File: src/err_pkg.sv
// Constants shared by the command error reporter and its text store.
// Assumes an ASCII byte stream with one byte per strobe.
package err_pkg;
  localparam logic [7:0] CH_CR = 8'h0D;
  localparam logic [7:0] CH_ZERO = 8'h30;
  localparam logic [7:0] CODE_BAD_CHAN = 8'h01;
  localparam logic [7:0] CODE_SYNTAX = 8'h03;
  localparam logic [7:0] CODE_TASK = 8'h04;
  localparam logic [7:0] CODE_LINE = 8'h09;
  localparam logic [1:0] TXT_UNKNOWN = 2'h0;
  localparam logic [1:0] TXT_PARTIAL = 2'h1;
  localparam logic [1:0] TXT_SELECT = 2'h2;
  localparam logic [5:0] TXT_LEN_UNKNOWN = 6'h1D;
  localparam logic [5:0] TXT_LEN_PARTIAL = 6'h25;
  localparam logic [5:0] TXT_LEN_SELECT = 6'h2C;
  localparam int ECHO_DEPTH = 32;
  localparam logic [4:0] ECHO_LAST = 5'h1F;
  localparam logic [7:0] UNIT_RESET = 8'h00;
endpackage

File: src/err_text_rom.sv
// Character store for the three full-text error messages.
// Assumes a message id and a character index; answers combinationally.
`timescale 1ns/1ps
`default_nettype none
module err_text_rom (
  input wire logic [1:0] msg_id, // Which message.
  input wire logic [5:0] idx, // Character index.
  output logic [7:0] ch // Character at the index.
);
  // Packed vectors keep the text synthesizable; the first character sits in the top byte.
  localparam logic [231:0] S_UNK = "Error, Unrecognized Command: ";
  localparam logic [295:0] S_PAR = "Error, Command not fully recognized: ";
  localparam logic [351:0] S_SEL = "Error, Address command must be CR terminated";

  // Every message starts with the same prefix and comma.
  always_comb
  begin
    ch = 8'h20;
    unique case (msg_id)
      err_pkg::TXT_UNKNOWN:
      begin
        if (idx < err_pkg::TXT_LEN_UNKNOWN)
          ch = S_UNK[8 * (int'(err_pkg::TXT_LEN_UNKNOWN) - 1 - int'(idx)) +: 8];
      end
      err_pkg::TXT_PARTIAL:
      begin
        if (idx < err_pkg::TXT_LEN_PARTIAL)
          ch = S_PAR[8 * (int'(err_pkg::TXT_LEN_PARTIAL) - 1 - int'(idx)) +: 8];
      end
      default:
      begin
        if (idx < err_pkg::TXT_LEN_SELECT)
          ch = S_SEL[8 * (int'(err_pkg::TXT_LEN_SELECT) - 1 - int'(idx)) +: 8];
      end
    endcase
  end
endmodule // err_text_rom
`default_nettype wire

File: src/command_error_reporter.sv
// Error detection and reporting stage of the ASCII command interpreter.
// Assumes a parser upstream that flags each command's faults at its end.
`timescale 1ns/1ps
`default_nettype none
module command_error_reporter (
  input wire logic core_clk, // Core clock, 50 MHz.
  input wire logic rst, // Asynchronous reset, active high.
  input wire logic rx_valid, // One received byte this cycle.
  input wire logic [7:0] rx_data, // Received byte.
  input wire logic rx_line_err, // Parity or framing fault on this byte.
  input wire logic cmd_end, // Pulse: command complete, flags below valid.
  input wire logic f_bad_chan, // Channel not a number or above 07.
  input wire logic f_syntax, // Improper syntax.
  input wire logic f_task, // Channel unfit for the task.
  input wire logic f_unknown, // Leading letter unknown.
  input wire logic f_partial, // Letter known, rest unknown.
  input wire logic f_sel_extra, // Unit select had extra characters.
  input wire logic sel_ok, // Valid unit select command.
  input wire logic [7:0] sel_unit, // Unit number of that select.
  input wire logic tx_ready, // Transmitter takes a byte.
  output logic tx_valid, // Byte offered.
  output logic [7:0] tx_data, // Byte offered.
  output logic err_flag, // Pulse: command failed, normal reply suppressed.
  output logic [7:0] active_unit, // Currently selected unit.
  output logic busy // Reply in progress.
);
  typedef enum logic [4:0] {
    S_IDLE = 5'b00001,
    S_CODE = 5'b00010,
    S_TEXT = 5'b00100,
    S_ECHO = 5'b01000,
    S_CR = 5'b10000
  } state_t;

  typedef struct packed {
    state_t st;
    logic line_err;
    logic [7:0] code;
    logic [1:0] msg;
    logic [5:0] idx;
    logic [4:0] wr;
    logic [4:0] rd;
    logic echo;
    logic tx_valid;
    logic [7:0] tx_data;
    logic err_flag;
    logic [7:0] unit;
    logic busy;
  } regs_t;

  regs_t r_ff, nxt_r;
  logic [7:0] echo_mem [err_pkg::ECHO_DEPTH];
  logic [7:0] rom_ch;
  logic [5:0] txt_len;

  err_text_rom u_rom (
    .msg_id(r_ff.msg),
    .idx(r_ff.idx),
    .ch(rom_ch)
  );

  // Message length for the selected text.
  always_comb
  begin
    unique case (r_ff.msg)
      err_pkg::TXT_UNKNOWN: txt_len = err_pkg::TXT_LEN_UNKNOWN;
      err_pkg::TXT_PARTIAL: txt_len = err_pkg::TXT_LEN_PARTIAL;
      default: txt_len = err_pkg::TXT_LEN_SELECT;
    endcase
  end

  // Echo store keeps the command bytes, without the terminator.
  always_ff @(posedge core_clk)
  begin
    if (r_ff.st == S_IDLE && rx_valid && rx_data != err_pkg::CH_CR && r_ff.wr != err_pkg::ECHO_LAST)
      echo_mem[r_ff.wr] <= rx_data;
  end

  // Next-state logic: collect faults, then pick and emit one reply.
  always_comb
  begin
    nxt_r = r_ff;
    nxt_r.err_flag = 1'b0;
    if (r_ff.tx_valid && tx_ready)
      nxt_r.tx_valid = 1'b0;
    unique case (r_ff.st)
      S_IDLE:
      begin
        if (rx_valid)
        begin
          if (rx_line_err)
            nxt_r.line_err = 1'b1;
          if (rx_data != err_pkg::CH_CR && r_ff.wr != err_pkg::ECHO_LAST)
            nxt_r.wr = r_ff.wr + 5'h01;
        end
        if (cmd_end)
        begin
          nxt_r.rd = '0;
          nxt_r.idx = '0;
          nxt_r.line_err = 1'b0;
          nxt_r.err_flag = 1'b1;
          nxt_r.st = S_CODE;
          if (r_ff.line_err || (rx_valid && rx_line_err))
            nxt_r.code = err_pkg::CODE_LINE;
          else if (f_unknown)
          begin
            nxt_r.msg = err_pkg::TXT_UNKNOWN;
            nxt_r.echo = 1'b1;
            nxt_r.st = S_TEXT;
          end
          else if (f_partial)
          begin
            nxt_r.msg = err_pkg::TXT_PARTIAL;
            nxt_r.echo = 1'b1;
            nxt_r.st = S_TEXT;
          end
          else if (f_sel_extra)
          begin
            nxt_r.msg = err_pkg::TXT_SELECT;
            nxt_r.echo = 1'b0;
            nxt_r.st = S_TEXT;
          end
          else if (f_syntax)
            nxt_r.code = err_pkg::CODE_SYNTAX;
          else if (f_bad_chan)
            nxt_r.code = err_pkg::CODE_BAD_CHAN;
          else if (f_task)
            nxt_r.code = err_pkg::CODE_TASK;
          else
          begin
            nxt_r.err_flag = 1'b0;
            nxt_r.st = S_IDLE;
            nxt_r.wr = '0; // A failing command keeps its count for the echo.
            if (sel_ok)
              nxt_r.unit = sel_unit;
          end
        end
      end
      S_CODE:
      begin
        if (!r_ff.tx_valid)
        begin
          nxt_r.tx_valid = 1'b1;
          nxt_r.tx_data = err_pkg::CH_ZERO + r_ff.code;
          nxt_r.st = S_CR;
        end
      end
      S_TEXT:
      begin
        if (!r_ff.tx_valid || tx_ready)
        begin
          nxt_r.tx_valid = 1'b1;
          nxt_r.tx_data = rom_ch;
          nxt_r.idx = r_ff.idx + 6'h01;
          if (r_ff.idx + 6'h01 == txt_len)
            nxt_r.st = (r_ff.echo && r_ff.wr != 5'h00) ? S_ECHO : S_CR;
        end
      end
      S_ECHO:
      begin
        if (!r_ff.tx_valid || tx_ready)
        begin
          nxt_r.tx_valid = 1'b1;
          nxt_r.tx_data = echo_mem[r_ff.rd];
          nxt_r.rd = r_ff.rd + 5'h01;
          if (r_ff.rd + 5'h01 == r_ff.wr)
            nxt_r.st = S_CR;
        end
      end
      S_CR:
      begin
        if (!r_ff.tx_valid || tx_ready)
        begin
          nxt_r.tx_valid = 1'b1;
          nxt_r.tx_data = err_pkg::CH_CR;
          nxt_r.wr = '0;
          nxt_r.st = S_IDLE;
        end
      end
      default: nxt_r.st = S_IDLE;
    endcase
    // Busy is registered so that the output comes straight from a flip-flop.
    nxt_r.busy = (nxt_r.st != S_IDLE);
  end

  // Echo write count is kept during the reply and cleared at its end.
  always_ff @(posedge core_clk or posedge rst)
  begin
    if (rst)
    begin
      r_ff <= '{st: S_IDLE, unit: err_pkg::UNIT_RESET, default: '0};
    end
    else
    begin
      r_ff <= nxt_r;
    end
  end

  assign tx_valid = r_ff.tx_valid;
  assign tx_data = r_ff.tx_data;
  assign err_flag = r_ff.err_flag;
  assign active_unit = r_ff.unit;
  assign busy = r_ff.busy;
endmodule // command_error_reporter
`default_nettype wire

File: config.mk
export PLATFORM = sky130hd
export DESIGN_NAME = command_error_reporter
export DESIGN_NICKNAME = d
export VERILOG_FILES = /design/src/err_pkg.sv /design/src/err_text_rom.sv /design/src/command_error_reporter.sv
export SDC_FILE = /design/constraint.sdc
export NUM_CORES = 1
export LEC_CHECK = 0
export ABC_AREA = 1
export BUFFER_PORTS_ARGS = -buffer_cell sky130_fd_sc_hd__buf_4
export CORE_ASPECT_RATIO = 1.25
export CORE_MARGIN = 2
export CORE_UTILIZATION = 57
export DETAILED_ROUTE_END_ITERATION = 7
export GPL_ROUTABILITY_DRIVEN = 0
export PLACE_DENSITY = 0.77
export SETUP_SLACK_MARGIN = 0.4
export SYNTH_ARGS = -nofsm -noshare
export SYNTH_HDL_FRONTEND = slang
export SYNTH_HIERARCHICAL = 1
export SYNTH_SLANG_ARGS = --single-unit
File: constraint.sdc
create_clock -name core_clk -period 2.5 [get_ports core_clk]
set_input_delay 0.25 -clock core_clk [delete_from_list [all_inputs] [get_ports core_clk]]
set_output_delay 0.25 -clock core_clk [all_outputs]
set_load 0.01 [all_outputs]
==> run_results.csv <==
group,metric,value,unit
grt,grt_pass1_wl,63900,microns
die,rows,66,
pwr,powerDensity,802,mW/mm^2
sta,relSlewSlack,0.471,
detailed_routing,finalWirelength,43000,microns
detailed_routing,drt_iter0_drc,1412,
sta,whs,0.0386,ns
finish,drive_gt1_frac,0.228,
detailed_routing,wire_per_inst,20.4,microns
place,port_buffers,47,
min_path,min-delay-start,"rx_valid",
synthesis,synth.cell_area,0.0152,sq mm
synthesis,synth_edf_count,256,
status,status,"completed",
synthesis,syn_inst,1622,
critical_path,reg2reg_to,"tx_data[0]",
sta,hold_viol,0,
critical_path,path_common_cell,"nand2_1",
detailed_routing,drt-pass1-iter-count,6,
critical_path,reg2reg_from,"r_ff[32]",
synthesis,async_flop_share,0.158,
clock_tree,clk_pin_slew_worst_paths,0.06,ns
die,die_height,187,microns
min_path,min_to,"r_ff[46]",
critical_path,start_kind,"flip-flop",
grt,grt_overflow,0,
synthesis,ys_warn_count,6,
flow_run,maxCapViolations,0,
die,design.core.area,0.0261,sq mm
critical_path,crit_type,"reg2reg",
synthesis,synth_top_area_cell,"edfxtp_1",
sta,setup-violations-final,0,
die,die_x,150,microns
die,num_io_pins,48,
sta,layout_min_cycle_time,2.30,ns
sta,max_freq,0.436,GHz
critical_path,cp_max_fo,7,
min_path,min_path_cells,3,
clock_tree,cts_max_path_buffers,3,
synthesis,syn_avg_cell_area,9.37,sq um
clock_tree,cts_made_buffers,29,
place,dp.cells,2004,
grt,grt_pass1_vias,11890,
clock_tree,clock-root-buffer,"clkbuf_16",
sta,slew_violations,0,
critical_path,r2r_slack,0.20,ns
critical_path,critPathRequiredTime,2.92,ns
clock_tree,insertion_delay,0.55,ns
synthesis,yosysUniqueCellTypes,50,
grt,antenna_found_initial,0,
detailed_routing,postRouteAntennaNets,0,
synthesis,synth_flop_cell,"edfxtp_1",
detailed_routing,drc,0,
clock_tree,cts_tree,"built",
finish,stdcell_area,0.0184,sq mm
synthesis,synth-seq-cells,304,
synthesis,synthTopCellsByArea,"edfxtp_1 (51%), nand2_1 (8.1%), dfrtp_1 (7.7%)",
pwr,p_leak,0.00725,uW
pwr,ir_worst_vdd,0.000763,V
critical_path,path_cells,"ha_4 > inv_2 > nand2_4 > nand2_8 > buf_12 > buf_16 > nand4_1 > nand3_1 > nand3_2 > nand2_1 > nand2_1 > nand2_1 > nand2_2 > nand3_4 > a22oi_2 > nand4_1",
finish,nets,1786,
place,dp.final_hpwl,26600,microns
critical_path,cp_slowest_stage_delay,0.49,ns
place,place_area,0.0162,sq mm
critical_path,cp.arrival,2.71,ns
clock_tree,ctsHtreeMaxLevel,1,
sta,period_share,0.918,
finish,n_antenna_cell,0,
grt,grt_max_degree,69,
sta,grt_setup_unrepaired,"yes",
finish,post-route-util,0.705,
detailed_routing,viasPerCell,6.05,
synthesis,syn_nets,1664,
finish,n_fill_cell,1875,
synthesis,ys_seq_area_frac,0.585,
clock_tree,cts_sinks,304,
detailed_routing,vias,12744,
sta,fin_skew,0.0237,ns
critical_path,end_kind,"flip-flop",
min_path,min_path_type,"in2reg",
synthesis,synth_top_area_frac,0.506,
finish,final_cells,2107,
pwr,finalPower,14800,uW
die,dieArea,0.0280,sq mm
grt,track_usage,0.294,
finish,area_growth,21.0,%
critical_path,rr_worst_depth,16,
critical_path,worst_path_max_delay_cell,"dfrtp_2",
sta,tightest_slew,0.790,ns
die,start_util,0.582,
stage by stage:
stage               TNS, ns  setup WS, ns
global placement          0         0.138
floorplan                 0         0.269
CTS                       0         0.374
global route        -0.0623       -0.0537
finish                    0         0.204
detailed placement        0        0.0797
critical path: cells and delay by family (launching register included):
kind	cells	cell delay, ns
adder cells (fa/ha/maj)	1	0.19
buffers and inverters	3	0.31
flip-flops	1	0.49
AO/OA/AOI/OAI	1	0.15
AND/OR/NAND/NOR	11	1.03
power by group:
part           switching (uW)  internal, uW  leakage [uW]  total (uW)
Combinational            2920          1630       0.00391        4550
Sequential                215          5830       0.00292        6050
Clock                    1830          2330      0.000424        4160
final cells by class:
| class | instances | area [sq um] | share of cell area |
|---|---|---|---|
| clock buffer | 34 | 744 | 0.0405 |
| clock inverter | 20 | 149 | 0.00810 |
| inverter | 112 | 457 | 0.0248 |
| multi-input combinational | 1112 | 5970 | 0.325 |
| sequential | 304 | 8900 | 0.484 |
| tap | 340 | 425 | 0.0231 |
| timing repair buffer | 185 | 1740 | 0.0948 |
state kept, by name, summed over array words and instances (netlist names):
signal and cells:
echo_mem 256, r_ff 29, active_unit 8, tx_data 8, busy 1, err_flag 1
tx_valid 1
logic make-up (layout without fill, tap and decap cells):
| group | count (synthesis) | count (layout) | synth area share |
|---|---|---|---|
| flops | 304 | 304 | 0.585 |
| fa+ha+maj | 13 | 13 | 0.0107 |
| compound gates | 263 | 264 | 0.0953 |
| simple gates | 818 | 819 | 0.231 |
| other cells | 1 | 1 | 0.000247 |
| xor+xnor | 7 | 7 | 0.00403 |
| buf+inv | 208 | 351 | 0.0677 |
| mux | 8 | 8 | 0.00593 |
layer usage:
metal	up-vias	GRT usage	routed length, microns
li1	5805	-	-
met1	6002	0.367	15200
met2	772	0.504	21800
met3	165	0.0399	3720
met4	0	0.138	2230
met5	-	0	0
cell usage after synthesis, types with 2 or more instances:
library cell	instances
a21oi_4	2
nand2_2	3
buf_1	5
nand4_4	2
ha_1	13
xnor2_1	2
a31oi_1	3
dfrtp_1	47
nand4_1	17
o211ai_1	9
nand3_1	175
o2111ai_1	2
inv_2	10
a22oi_1	4
nand2_1	328
nor2_4	6
edfxtp_1	256
o21ai_1	53
buf_4	28
inv_1	97
o21ai_0	123
a21oi_2	3
buf_6	12
clkinv_1	2
clkbuf_1	17
nor3_1	30
o22ai_1	10
nor2_1	245
buf_2	33
o31ai_1	3
mux2_2	8
inv_4	2
nand3b_1	3
a21oi_1	44
xor2_1	5
o211ai_2	3
nor2_2	4
worst max path at each step:
stage | slack (ns) | start | to
floorplan | 0.27 | r_ff[25] | echo_mem[0][0]
global placement | 0.14 | rx_data[5] | echo_mem[2][5]
detailed placement | 0.08 | r_ff[25] | echo_mem[3][6]
CTS | 0.37 | r_ff[33] | tx_data[2]
global route | -0.05 | r_ff[32] | tx_data[0]
finish | 0.20 | r_ff[32] | tx_data[0]
layout by cell type (no fill, tap or decap), types with 6 or more instances in the layout:
cell / netlist / final
a21oi_1: 44 / 38
a21oi_2: 3 / 9
buf_12: 0 / 12
buf_4: 28 / 124
buf_6: 12 / 29
clkbuf_16: 0 / 29
clkinv_1: 2 / 12
dfrtp_1: 47 / 42
dlygate4sd3_1: 0 / 14
edfxtp_1: 256 / 256
ha_1: 13 / 6
inv_1: 97 / 77
inv_2: 10 / 23
mux2_2: 8 / 8
nand2_1: 328 / 295
nand2_2: 3 / 26
nand2_4: 1 / 10
nand3_1: 175 / 151
nand3_2: 0 / 19
nand3_4: 1 / 6
nand4_1: 17 / 17
nor2_1: 245 / 207
nor2_2: 4 / 15
nor2_4: 6 / 33
nor3_1: 30 / 29
o211ai_1: 9 / 9
o21ai_0: 123 / 109
o21ai_1: 53 / 62
o22ai_1: 10 / 10
repair_timing:
item,in CTS,in global routing
buffers inserted,22,8
setup endpoints to repair,263,241
cloned,3,2
hold buffers,14,0
pin swaps,37,43
gates resized for setup,74,172
hold endpoints to repair,38,0
No activity file was read; power rests on OpenSTA's default activity.
